**src/core/sadc_map.svh**
```systemverilog
`ifndef SADC_MAP_SVH
`define SADC_MAP_SVH

// Register offsets on the byte-wide register port
`define SADC_OFS_RESULT_LOW 3'h0
`define SADC_OFS_RESULT_HIGH 3'h1
`define SADC_OFS_CTRL_A 3'h2
`define SADC_OFS_CTRL_B 3'h3
`define SADC_OFS_IRQ_STATUS 3'h4
`define SADC_OFS_IRQ_MASK 3'h5

// converter_control_a fields
`define SADC_A_START 7
`define SADC_A_BUSY 6
`define SADC_A_ENABLE 5
`define SADC_A_ALIGN 4
`define SADC_A_CHAN_HI 3
`define SADC_A_CHAN_LO 0

// converter_control_b fields
`define SADC_B_SRC_HI 7
`define SADC_B_SRC_LO 5
`define SADC_B_REF_HI 4
`define SADC_B_REF_LO 3
`define SADC_B_DIV_HI 2
`define SADC_B_DIV_LO 0

// Interrupt status / mask layout
`define SADC_IRQ_DONE 0

// Reset values
`define SADC_RST_CTRL_A 8'h00
`define SADC_RST_CTRL_B 8'h00
`define SADC_RST_IRQ_MASK 8'h00
`define SADC_RST_RESULT 12'h000

// Sequencing in conversion clock ticks, result MSB index and external channel count
`define SADC_SAMPLE_TICKS 3'h4
`define SADC_BIT_TICKS 3'h6
`define SADC_RESULT_MSB 4'hb
`define SADC_EXT_CHANNELS 5

`endif

```
**src/core/sadc_pkg.sv**
```systemverilog
package sadc_pkg;

   typedef enum logic [1:0] {
      SADC_IDLE,
      SADC_SAMPLE,
      SADC_CONVERT
   } sadc_state_e;

   // Controls toward the analog front end
   typedef struct packed {
      logic power_en;
      logic sample_en;
      logic [4:0] ext_sel;
      logic bandgap_sel;
      logic amp_out_sel;
      logic amp_inp_sel;
      logic ground_sel;
      logic ref_supply_sel;
      logic [11:0] dac_code;
   } sadc_amux_s;

endpackage

```
**src/core/sadc_ctrl.sv**
```systemverilog
`timescale 1ns/1ns
`include "sadc_map.svh"

module sadc_ctrl (
   input wire logic clk,
   input wire logic resetn,
   input wire logic [2:0] reg_addr,
   input wire logic [7:0] reg_wdata,
   input wire logic reg_wr,
   input wire logic reg_rd,
   output logic [7:0] reg_rdata,
   input wire logic comp_in,
   output sadc_pkg::sadc_amux_s amux,
   input wire logic [4:0] pin_analog_sel,
   input wire logic [4:0] pin_pullup_req,
   output logic [4:0] pin_pullup_en,
   output logic [4:0] pin_shared_fn_en,
   output logic conv_done,
   output logic irq
);

   logic [7:0] ctrl_a_ff;
   logic [7:0] ctrl_b_ff;
   logic [7:0] irq_mask_ff;
   logic irq_status_ff;
   logic [7:0] rdata_ff;
   logic [11:0] result_ff;
   logic [11:0] sar_ff;
   logic [11:0] nxt_sar;
   logic busy_ff;
   logic done_ff;
   sadc_pkg::sadc_state_e state_ff;
   sadc_pkg::sadc_state_e nxt_state;
   logic [2:0] phase_ff;
   logic [2:0] nxt_phase;
   logic [3:0] bit_ff;
   logic [3:0] nxt_bit;
   logic [6:0] div_cnt_ff;
   logic [2:0] comp_sync_ff;
   logic comp_ff;
   logic wr_a;
   logic wr_b;
   logic launch;
   logic tick;
   logic finish;
   logic enable;
   logic [2:0] src;
   logic [3:0] chan;
   logic ext_path;
   logic [6:0] div_mask;
   logic [11:0] sar_kept;

   function automatic logic [11:0] bit_mask(input logic [3:0] idx);
      bit_mask = 12'h001 << idx;
   endfunction

   // Pack the 12-bit value into one result byte per the alignment bit
   function automatic logic [7:0] fmt_byte(input logic [11:0] d, input logic align,
                                           input logic high);
      if (high) begin
         fmt_byte = align ? {4'h0, d[11:8]} : d[11:4];
      end else begin
         fmt_byte = align ? d[7:0] : {d[3:0], 4'h0};
      end
   endfunction

   assign enable = ctrl_a_ff[`SADC_A_ENABLE];
   assign src = ctrl_b_ff[`SADC_B_SRC_HI:`SADC_B_SRC_LO];
   assign chan = ctrl_a_ff[`SADC_A_CHAN_HI:`SADC_A_CHAN_LO];
   assign wr_a = reg_wr && (reg_addr == `SADC_OFS_CTRL_A);
   assign wr_b = reg_wr && (reg_addr == `SADC_OFS_CTRL_B);

   // High-then-low on the start bit; a start while busy or with enable clear in the low write is dropped
   assign launch = wr_a && ctrl_a_ff[`SADC_A_START] && !reg_wdata[`SADC_A_START]
                   && reg_wdata[`SADC_A_ENABLE] && !busy_ff;

   // Control registers; the busy bit is never stored here
   always_ff @(posedge clk) begin
      if (!resetn) begin
         ctrl_a_ff <= `SADC_RST_CTRL_A;
         ctrl_b_ff <= `SADC_RST_CTRL_B;
      end else begin
         if (wr_a) begin
            ctrl_a_ff <= reg_wdata & 8'hbf;
         end
         if (wr_b) begin
            ctrl_b_ff <= reg_wdata;
         end
      end
   end

   // Divider tick: period of 2^sel system clocks, restarted at each launch
   assign div_mask = 7'((8'h01 << ctrl_b_ff[`SADC_B_DIV_HI:`SADC_B_DIV_LO]) - 8'h01);
   assign tick = ((div_cnt_ff & div_mask) == div_mask);

   always_ff @(posedge clk) begin
      if (!resetn) begin
         div_cnt_ff <= 7'h00;
      end else if (launch || state_ff == sadc_pkg::SADC_IDLE) begin
         div_cnt_ff <= 7'h00;
      end else begin
         div_cnt_ff <= div_cnt_ff + 7'h01;
      end
   end

   // Comparator comes from the analog core, asynchronous to clk
   always_ff @(posedge clk) begin
      if (!resetn) begin
         comp_sync_ff <= 3'h0;
         comp_ff <= 1'b0;
      end else begin
         comp_sync_ff <= {comp_sync_ff[1:0], comp_in};
         if (comp_sync_ff[1] == comp_sync_ff[2]) begin
            comp_ff <= comp_sync_ff[2];
         end
      end
   end

   // Bit step of six ticks leaves room for the comparator synchroniser at div 1
   assign sar_kept = comp_ff ? sar_ff : (sar_ff & ~bit_mask(bit_ff));
   assign finish = (state_ff == sadc_pkg::SADC_CONVERT) && tick
                   && (phase_ff == `SADC_BIT_TICKS - 3'h1) && (bit_ff == 4'h0);

   always_comb begin
      nxt_state = state_ff;
      nxt_phase = phase_ff;
      nxt_bit = bit_ff;
      nxt_sar = sar_ff;
      unique case (state_ff)
         sadc_pkg::SADC_IDLE: begin
            if (launch) begin
               nxt_state = sadc_pkg::SADC_SAMPLE;
               nxt_phase = 3'h0;
               nxt_sar = bit_mask(`SADC_RESULT_MSB);
            end
         end
         sadc_pkg::SADC_SAMPLE: begin
            if (tick) begin
               nxt_phase = phase_ff + 3'h1;
               if (phase_ff == `SADC_SAMPLE_TICKS - 3'h1) begin
                  nxt_state = sadc_pkg::SADC_CONVERT;
                  nxt_phase = 3'h0;
                  nxt_bit = `SADC_RESULT_MSB;
               end
            end
         end
         sadc_pkg::SADC_CONVERT: begin
            if (tick) begin
               nxt_phase = phase_ff + 3'h1;
               if (phase_ff == `SADC_BIT_TICKS - 3'h1) begin
                  nxt_phase = 3'h0;
                  nxt_sar = sar_kept;
                  if (bit_ff == 4'h0) begin
                     nxt_state = sadc_pkg::SADC_IDLE;
                  end else begin
                     nxt_bit = bit_ff - 4'h1;
                     nxt_sar = sar_kept | bit_mask(bit_ff - 4'h1);
                  end
               end
            end
         end
      endcase
      // The low write of the start sequence may itself switch the converter on
      if (!enable && !launch) begin
         nxt_state = sadc_pkg::SADC_IDLE;
      end
   end

   always_ff @(posedge clk) begin
      if (!resetn) begin
         state_ff <= sadc_pkg::SADC_IDLE;
         phase_ff <= 3'h0;
         bit_ff <= 4'h0;
         sar_ff <= 12'h000;
      end else begin
         state_ff <= nxt_state;
         phase_ff <= nxt_phase;
         bit_ff <= nxt_bit;
         sar_ff <= nxt_sar;
      end
   end

   // Busy sets at launch and clears as the result loads at finish; an abort by disable leaves the result alone
   always_ff @(posedge clk) begin
      if (!resetn) begin
         busy_ff <= 1'b0;
         result_ff <= `SADC_RST_RESULT;
         done_ff <= 1'b0;
      end else begin
         done_ff <= finish && enable;
         if (launch) begin
            busy_ff <= 1'b1;
         end else if (!enable) begin
            busy_ff <= 1'b0;
         end else if (finish) begin
            busy_ff <= 1'b0;
            result_ff <= sar_kept;
         end
      end
   end

   // Completion flag: write one clears, a new completion wins over the clear
   always_ff @(posedge clk) begin
      if (!resetn) begin
         irq_status_ff <= 1'b0;
         irq_mask_ff <= `SADC_RST_IRQ_MASK;
      end else begin
         if (finish && enable) begin
            irq_status_ff <= 1'b1;
         end else if (reg_wr && reg_addr == `SADC_OFS_IRQ_STATUS
                      && reg_wdata[`SADC_IRQ_DONE]) begin
            irq_status_ff <= 1'b0;
         end
         if (reg_wr && reg_addr == `SADC_OFS_IRQ_MASK) begin
            irq_mask_ff <= reg_wdata & 8'h01;
         end
      end
   end

   assign irq = irq_status_ff && irq_mask_ff[`SADC_IRQ_DONE];
   assign conv_done = done_ff;

   always_ff @(posedge clk) begin
      if (!resetn) begin
         rdata_ff <= 8'h00;
      end else if (reg_rd) begin
         unique case (reg_addr)
            `SADC_OFS_RESULT_LOW: begin
               rdata_ff <= fmt_byte(result_ff, ctrl_a_ff[`SADC_A_ALIGN], 1'b0);
            end
            `SADC_OFS_RESULT_HIGH: begin
               rdata_ff <= fmt_byte(result_ff, ctrl_a_ff[`SADC_A_ALIGN], 1'b1);
            end
            `SADC_OFS_CTRL_A: begin
               rdata_ff <= ctrl_a_ff | {1'b0, busy_ff, 6'h00};
            end
            `SADC_OFS_CTRL_B: begin
               rdata_ff <= ctrl_b_ff;
            end
            `SADC_OFS_IRQ_STATUS: begin
               rdata_ff <= {7'h00, irq_status_ff};
            end
            `SADC_OFS_IRQ_MASK: begin
               rdata_ff <= irq_mask_ff;
            end
            default: begin
               rdata_ff <= 8'h00;
            end
         endcase
      end else begin
         rdata_ff <= 8'h00;
      end
   end

   assign reg_rdata = rdata_ff;

   // Input routing toward the analog core
   assign ext_path = (src == 3'h0) || (src >= 3'h5);

   always_comb begin
      amux.power_en = enable;
      amux.sample_en = enable && (state_ff == sadc_pkg::SADC_SAMPLE);
      amux.ext_sel = 5'h00;
      for (int i = 0; i < `SADC_EXT_CHANNELS; i++) begin
         amux.ext_sel[i] = enable && ext_path && (chan == 4'(i));
      end
      amux.bandgap_sel = enable && (src == 3'h1);
      amux.amp_out_sel = enable && (src == 3'h2);
      amux.amp_inp_sel = enable && (src == 3'h3);
      amux.ground_sel = enable && (src == 3'h4);
      amux.ref_supply_sel = (ctrl_b_ff[`SADC_B_REF_HI:`SADC_B_REF_LO] == 2'h1);
      amux.dac_code = sar_ff;
   end

   // Analog selection overrides the pin's shared function and its pull-high
   assign pin_shared_fn_en = ~pin_analog_sel;
   assign pin_pullup_en = pin_pullup_req & ~pin_analog_sel;

endmodule

```
**config.mk**
```make
export PLATFORM = sky130hd
export DESIGN_NAME = sadc_ctrl
export DESIGN_NICKNAME = d
export VERILOG_FILES = /design/src/core/sadc_pkg.sv /design/src/core/sadc_ctrl.sv
export VERILOG_INCLUDE_DIRS = /design/src /design/src/core
export SDC_FILE = /design/constraint.sdc
export NUM_CORES = 1
export LEC_CHECK = 0
export ABC_AREA = 1
export BUFFER_PORTS_ARGS = -buffer_cell sky130_fd_sc_hd__buf_2
export CELL_PAD_IN_SITES_DETAIL_PLACEMENT = 1
export CELL_PAD_IN_SITES_GLOBAL_PLACEMENT = 1
export CORE_MARGIN = 2
export CORE_UTILIZATION = 25
export CTS_CLUSTER_SIZE = 30
export DETAILED_ROUTE_END_ITERATION = 7
export GPL_TIMING_DRIVEN = 0
export PLACE_DENSITY = 0.6
export SYNTH_ARGS = -nofsm -noshare
export SYNTH_HDL_FRONTEND = slang
export SYNTH_SLANG_ARGS = --single-unit
```
**constraint.sdc**
```tcl
create_clock -name clk -period 2.27 [get_ports clk]
set_clock_uncertainty 0.05 [all_clocks]
set_input_delay 0.681 -clock clk [delete_from_list [all_inputs] [get_ports clk]]
set_output_delay 0.681 -clock clk [all_outputs]
set_load 0.03 [all_outputs]
```
Word-level counts from Yosys, hierarchy flattened
Cells that the tools add are included.
W data, S select, Z words.
- flip-flop bits (word level): 71
- latch bits: 0
- RAM bits: 0
- ROM bits: 0
- input port bits: 26
- output and inout bits: 44
- word-level logic and storage cells: 141
- memories: 0
- $add $sub $neg: 4
- multipliers: 0
- div/mod/pow operators: 0
- $lt $le $gt $ge: 1
- equality and inequality tests: 28
- shifts and indexed selects: 3
- mux-type cells: 33
- bitwise gates (word level): 9
- reductions and logical operators: 48
- operators with widths (operator ; number):
    $mux W12 ; 5
    $pmux W8 S6 ; 1
    $logic_and A1 B1 Y1 ; 26
    $pmux W12 S2 ; 1
    $shl A1 B4 Y12 const A ; 2
    $mux W4 ; 5
    $mux W8 ; 2
    $eq A3 B2 Y1 const B ; 5
    $mux W3 ; 5
    $and A12 B12 Y12 ; 1
    $eq A3 B3 Y1 const B ; 4
    $mux W2 ; 6
    $not A12 Y12 ; 1
    $or A12 B12 Y12 ; 1
    $reduce_and A6 Y1 ; 2
    $ne A2 B2 Y1 const B ; 5
    $pmux W3 S3 ; 1
    $eq A4 B2 Y1 const B ; 2
    $logic_not A4 Y1 ; 2
    $or A8 B7 Y8 ; 1
    $pmux W4 S2 ; 1
    $add A7 B1 Y7 const B ; 1
    $and A7 B7 Y7 ; 1
    $eq A7 B7 Y1 ; 1
    27 further kinds ; 44

Depth between registers and ports, before layout
Gate-level depths: netlist of the first run.
- word-level depth: 10
- mapped depth: 18
- gate-level depth less buffers: 17

Least setup slack after synthesis of the first run
Ideal clock, no wire load.
- path type: flip-flop to output port
- start point: register ctrl_b_ff[6]
- end point: output port amux[21] (netlist bit)
- arrival: 1708 ps
- data required time: 1539 ps
- setup slack: -169 ps
- cell stages (with the launch flop): 7
- path buffers: 0
- path through: dfxtp_1 > nor2_1 > nand2_1 > nand2_1 > nor2_1 > inv_1 > nor4b_1
- RTL lines (element ; line ; text):
    from (decl) ; sadc_ctrl.sv:23 ; logic [7:0] ctrl_b_ff;
    from (signal assigned) ; sadc_ctrl.sv:81 ; ctrl_b_ff <= `SADC_RST_CTRL_B;
    from (signal assigned) ; sadc_ctrl.sv:87 ; ctrl_b_ff <= reg_wdata;
    to (decl) ; sadc_ctrl.sv:13 ; output sadc_pkg::sadc_amux_s amux,

==> flow_metrics.py, run 1 <==
metrics = {
    "flow_run": {
        "cap_violations": 0,
    },
    "grt": {
        "met1_usage_pct": 19.46,
        "grt_first_pass_wirelength_um": 20660,
        "gr-usage-met2_pct": 26.95,
        "grt_overflow": 0,
        "grt_use_total_pct": 15.74,
        "grt-busiest-layer": "met2",
        "grt_pass1_vias": 4097,
        "antenna_found_initial": 0,
        "grt_max_degree": 15,
        "grt_use_met3_pct": 4.387,
    },
    "sta": {
        "period_share_pct": 99.05,
        "worst_slack_ns": 0.02161,
        "grt_setup_unrepaired": "yes",
        "whs_ns": 0.3629,
        "hold_viol_final": 0,
        "setup_viol": 0,
        "maxSlewViolCount": 0,
        "finalSetupTns_ns": 0,
        "max_slew_margin_pct": 53.35,
        "tightestPinTransition_ns": 0.6997,
        "clock.fmax_ghz": 0.4448,
        "finalCriticalPeriod_ns": 2.248,
    },
    "floorplanning": {
        "std_cell_rows": 46,
        "dieWidth_um": 130.1,
        "core_sq_um": 15710,
        "fp.dieArea_sq_um": 16920,
        "initial_core_util_pct": 25.29,
        "io-pin-count": 70,
        "die_h_um": 130.1,
    },
    "setup_path": {
        "worstPathArrival_ns": 1.52,
        "crit_chain": "nor2_4, nor2_2, nor2_4, inv_2, nor4b_2, buf_4",
        "crit_path_frequent_cell": "nor2_4",
        "end_kind": "output port",
        "crit_slowest_cell": "dfxtp_4",
        "crit_family": "simple AND/OR/NAND/NOR gates",
        "critPathLaunchType": "flip-flop",
        "path_buf_inv": 2,
        "critPathMaxStageDelay_ns": 0.36,
        "criticalPathCategory": "flip-flop to output port",
        "crit_required_ns": 1.54,
        "crit_fanout": 3,
    },
    "final_layout": {
        "num_antenna_cells": 0,
        "seqCellArea_sq_um": 1443,
        "syn_to_final_growth_pct": 29.38,
        "finalNonFillerCells": 902,
        "layout.nets": 723,
        "multi_input_area_sq_um": 2181,
        "drive_above_1_share_pct": 25.51,
        "fill_cells": 2012,
    },
    "run_status": {
        "status": "finished clean",
    },
    "logic_synthesis": {
        "synth_edf_count": 0,
        "synth.most_common_cell": "nand2_1",
        "synthesis.nets": 629,
        "synthTopCellsByCount": "nand2_1, inv_1, dfxtp_1",
        "async_flop_share_pct": 0,
        "yosysTopAreaCellShare_pct": 35.77,
        "yosysSeqAreaShare_pct": 35.77,
        "yosys.area.top_type": "dfxtp_1",
        "syn_area_per_cell_sq_um": 6.770,
        "ys_top_cells_by_area": "dfxtp_1, nand2_1, inv_1",
        "ys.flop_type": "dfxtp_1",
        "syn_inst": 587,
        "syn_area_sq_um": 3974,
        "ys_ff_latch": 71,
        "synth_warnings": 0,
        "synth.distinct_cells": 37,
    },
    "detailed_routing": {
        "drc_errors": 0,
        "viasPerCell": 4.482,
        "vias": 4043,
        "totalWireLength_um": 12900,
        "firstDrtPassIters": 4,
        "wl_per_cell_um": 14.30,
        "ant_nets": 0,
        "first_iter_violations": 241,
    },
    "place": {
        "place_congestion": 0.8356,
        "io_buffer_count": 68,
        "dpl_worst_slack_ns": -0.09692,
        "dpl.hpwl_um": 9849,
        "dp_cells": 871,
    },
    "clock_network": {
        "insertion_delay_ns": 0.35,
        "cts_root_buffer": "clkbuf_16",
        "cts_made_buffers": 9,
        "clkTransAtPathRegs_ns": 0.06,
        "cts.sinks": 71,
        "cts_hold_buf": 0,
        "h-tree-depth": 3,
        "cts_max_path_buffers": 2,
        "cts_tree": "yes",
    },
    "pwr": {
        "p_per_area_nw_per_um2": 563.2,
        "power_leakage_nw": 2.200,
        "max-vdd-ir-drop_mv": 0.3785,
    },
    "worst_hold_path": {
        "min_path_type": "flip-flop to flip-flop",
    },
}
[sequential cells by signal (all words and copies together), names as in the netlist, 2 cells and up]
register and cells:
bit_ff 4, comp_sync_ff 3, ctrl_a_ff 7, ctrl_b_ff 8, div_cnt_ff 7, phase_ff 3, reg_rdata 8, result_ff 12
sar_ff 12, state_ff 2
[layer usage]
layer | part of all wire [%] | wire (um)
met1 | 47 | 6013
met2 | 48 | 6146
met3 | 4.7 | 600
met4 | 1.1 | 143
met5 | 0 | 0
[power breakdown]
part / switching (mW) / internal, mW / total, mW
logic: 0.167 / 0.0875 / 0.254
clock network: 0.621 / 0.753 / 1.37
registers: 0.0130 / 1.25 / 1.27
total: 0.800 / 2.09 / 2.90
[stage by stage]
| stage | utilization (%) | instance area, sq um | power (mW) |
|---|---|---|---|
| floorplan | - | 3980 | 1.442 |
| global placement | 29.22 | 4591 | 1.522 |
| detailed placement | 29.22 | 4591 | 1.526 |
| CTS | 31.32 | 4921 | 2.914 |
| global route | 32.72 | 5141 | 3.020 |
| finish | 32.72 | 5141 | 2.895 |
[cells in the final DEF, fill, tap and decap left out, drive strengths merged, types with 4 or more instances in the layout]
cell / instances
nand2: 132
inv: 96
buf: 91
nor2: 78
dfxtp: 71
a21oi: 53
o21ai: 44
nand3: 40
clkbuf: 21
ha: 16
a221oi: 8
o22ai: 6
nand4: 4
[worst paths after layout]
kind              slack [ns]  cells past startpoint                        from                         end
setup / recovery        0.02                      6   ctrl_b_ff[6]$_SDFFE_PN0P_                    amux[21]
hold / removal          0.36                      2  comp_sync_ff[0]$_SDFF_PN0_  comp_sync_ff[1]$_SDFF_PN0_
setup reg to reg        0.13                     16   ctrl_b_ff[2]$_SDFFE_PN0P_  result_ff[11]$_SDFFE_PN0P_
hold reg to reg         0.36                      2  comp_sync_ff[0]$_SDFF_PN0_  comp_sync_ff[1]$_SDFF_PN0_
[what timing repair did]
action / CTS / global route
hold endpoints to repair: 0 / 0
cloned: 0 / 2
endpoints found under the setup margin: 26 / 39
buffers inserted: 2 / 12
pin swaps: 3 / 11
gates resized for setup: 14 / 35
[cell families after synthesis]
family | count (synthesis) | share of synthesized area, %
adders and majority gates | 16 | 5.038
and+or+nand+nor | 262 | 28.59
buffers and inverters | 114 | 12.06
DFF | 71 | 35.77
AOI/OAI and AO/OA | 120 | 17.66
xor gates and xnor gates | 4 | 0.8818
[worst reg2reg max path: stages (launching register included)]
cell and delay (ns):
dfxtp_4 0.36, nor2_4 0.12, nand2_2 0.09, ha_4 0.27, inv_1 0.04, nand2_2 0.05
nand3_1 0.08, nor2_1 0.11, nand2_1 0.09, nor2_4 0.11, nand2_2 0.08, nor2_4 0.14
nand2_4 0.10, buf_6 0.15, nand2_1 0.05, nand2_1 0.05, a21oi_2 0.12
[cell type report]
class / instances / area share [%]
Multi-Input combinational cell: 402 / 42.42
Sequential cell: 71 / 28.06
Timing Repair Buffer: 84 / 9.443
Inverter: 94 / 7.082
Tap cell: 216 / 5.257
Clock buffer: 9 / 4.381
Buffer: 19 / 2.263
Clock inverter: 7 / 1.095
Power figures use the tool's default switching activity.
==> inputs of run 2 (changes only) <==
clock period = 2.9 ns   (was 2.27 ns; I/O delays follow)
==> run 2 against run 1 <==
  * Clock power shrank 11%
  * Routed wire length shrank 1.9%
  * Via count shrank 0.92%
  * Combinational power shrank 31%
  * Largest cell class unchanged
==> flow_metrics.py, run 2 (same netlist as run 1, synthesis figures left out) <==
metrics = {
    "clock_network": {
        "cts.sinks": 71,
        "postCtsSetupBuffers": 0,
        "cts_resized": 0,
        "cts_made_buffers": 9,
        "cts_max_path_buffers": 2,
        "cts_root_buffer": "clkbuf_16",
        "h-tree-depth": 3,
        "cts_hold_buf": 0,
        "cts_tree": "yes",
        "insertion_delay_ns": 0.35,
        "clkTransAtPathRegs_ns": 0.06,
    },
    "final_layout": {
        "drive_above_1_share_pct": 18.93,
        "reg_top3": "result_ff: 12 flops, sar_ff: 12 flops",
        "num_antenna_cells": 0,
        "layout_common_cells": "nand2_1, inv_1, buf_2, dfxtp_1, nor2_1",
        "syn_to_final_growth_pct": 23.49,
        "finalNonFillerCells": 887,
        "layout_commonest_cell": "nand2_1",
        "layout.nets": 708,
    },
    "sta": {
        "tightestPinTransition_ns": 0.6666,
        "setup_viol": 0,
        "whs_ns": 0.3722,
        "max_slew_margin_pct": 55.56,
        "hold_viol_final": 0,
        "maxSlewViolCount": 0,
        "period_share_pct": 93.64,
        "clock.fmax_ghz": 0.3682,
        "finalCriticalPeriod_ns": 2.716,
        "finalSetupTns_ns": 0,
        "grt_setup_unrepaired": "no",
        "worst_slack_ns": 0.1843,
    },
    "detailed_routing": {
        "viasPerCell": 4.516,
        "totalWireLength_um": 12660,
        "first_iter_violations": 175,
        "wl_per_cell_um": 14.27,
        "drc_errors": 0,
        "vias": 4006,
        "ant_nets": 0,
        "firstDrtPassIters": 4,
    },
    "worst_hold_path": {
        "hold_depth": 2,
        "min_path_type": "flip-flop to flip-flop",
        "worstHoldStart": "comp_sync_ff[0]$_SDFF_PN0_",
        "holdPathEnd": "comp_sync_ff[1]$_SDFF_PN0_",
    },
    "grt": {
        "antenna_found_initial": 0,
        "grt_overflow": 0,
        "grt_first_pass_wirelength_um": 20690,
        "grt_pass1_vias": 4166,
        "grt_max_degree": 14,
        "grt_use_total_pct": 15.72,
    },
    "place": {
        "place_congestion": 0.8534,
        "io_buffer_count": 68,
        "dp_cells": 871,
        "dpl.hpwl_um": 9993,
        "dpl_worst_slack_ns": 0.3328,
    },
    "floorplanning": {
        "std_cell_rows": 46,
        "die_h_um": 130.1,
        "fp.dieArea_sq_um": 16920,
        "io-pin-count": 70,
        "core_sq_um": 15710,
        "initial_core_util_pct": 25.29,
        "dieWidth_um": 130.1,
    },
    "pwr": {
        "p_per_area_nw_per_um2": 487.5,
        "power_leakage_nw": 2.112,
        "max-vdd-ir-drop_mv": 0.3767,
    },
    "setup_path": {
        "reg2reg_slack_ns": 0.62,
        "crit_fanout": 8,
        "worstPathArrival_ns": 1.80,
        "criticalPathCategory": "flip-flop to output port",
        "critPathLaunchType": "flip-flop",
        "rr_startpoint": "ctrl_b_ff[1]$_SDFFE_PN0P_",
        "reg2reg_to": "sar_ff[7]$_SDFFE_PN0P_",
        "crit_required_ns": 1.98,
        "rr_worst_depth": 17,
        "end_kind": "output port",
    },
    "run_status": {
        "status": "finished clean",
    },
    "flow_run": {
        "cap_violations": 0,
    },
}
-- run 2: per-layer routing --
layer / GRT usage (%) / up-vias / part of all wire, %
met5: 0 / - / 0
met4: 5.440 / 0 / 2.0
met3: 4.346 / 20 / 4.1
met2: 26.33 / 71 / 46
met1: 19.46 / 1882 / 48
li1: - / 2033 / -
-- run 2: final cells by class --
| class | instances | area, sq um |
|---|---|---|
| clock inverters | 6 | 93.84 |
| plain buffers | 20 | 125.1 |
| flip-flops and latches | 71 | 1421 |
| repair buffers | 68 | 340.3 |
| fillers | 1997 | 10810 |
| well taps | 216 | 270.3 |
| inverters | 94 | 354.1 |
| multi-input cells | 402 | 2073 |
| clock buffers | 10 | 229.0 |
-- run 2: how the worst max path moves through the flow --
stage,end,start,cells after the start,slack [ns]
4_1_cts,amux[21],ctrl_b_ff[6]$_SDFFE_PN0P_,7,0.12
5_1_grt,amux[21],ctrl_b_ff[6]$_SDFFE_PN0P_,7,0.04
3_5_place_dp,sar_ff[7]$_SDFFE_PN0P_,reg_addr[2],14,0.33
3_3_place_gp,sar_ff[0]$_SDFFE_PN0P_,reg_addr[2],14,0.37
6_report,amux[21],ctrl_a_ff[5]$_SDFFE_PN0P_,5,0.18
2_1_floorplan,amux[21],ctrl_b_ff[6]$_SDFFE_PN0P_,6,0.27
-- run 2: where the power goes --
| part | internal, mW | switching (mW) | total, mW |
|---|---|---|---|
| combinational | 0.0550 | 0.120 | 0.175 |
| clock | 0.760 | 0.464 | 1.22 |
| sequential | 0.985 | 0.00883 | 0.994 |
| total | 1.80 | 0.593 | 2.39 |
-- run 2: critical path, stage by stage, from the launching register on --
cell	delay (ns)
dfxtp_1	0.55
nand2_1	0.09
nor2_1	0.21
inv_1	0.06
nor4b_1	0.27
buf_2	0.26
-- run 2: through the flow --
stage | util, % | cell area, sq um | power, mW
global route | 31.23 | 4907 | 2.499
CTS | 31.23 | 4907 | 2.440
detailed placement | 29.18 | 4584 | 1.193
finish | 31.23 | 4907 | 2.392
floorplan | - | 3974 | 1.128
global placement | 29.18 | 4584 | 1.191
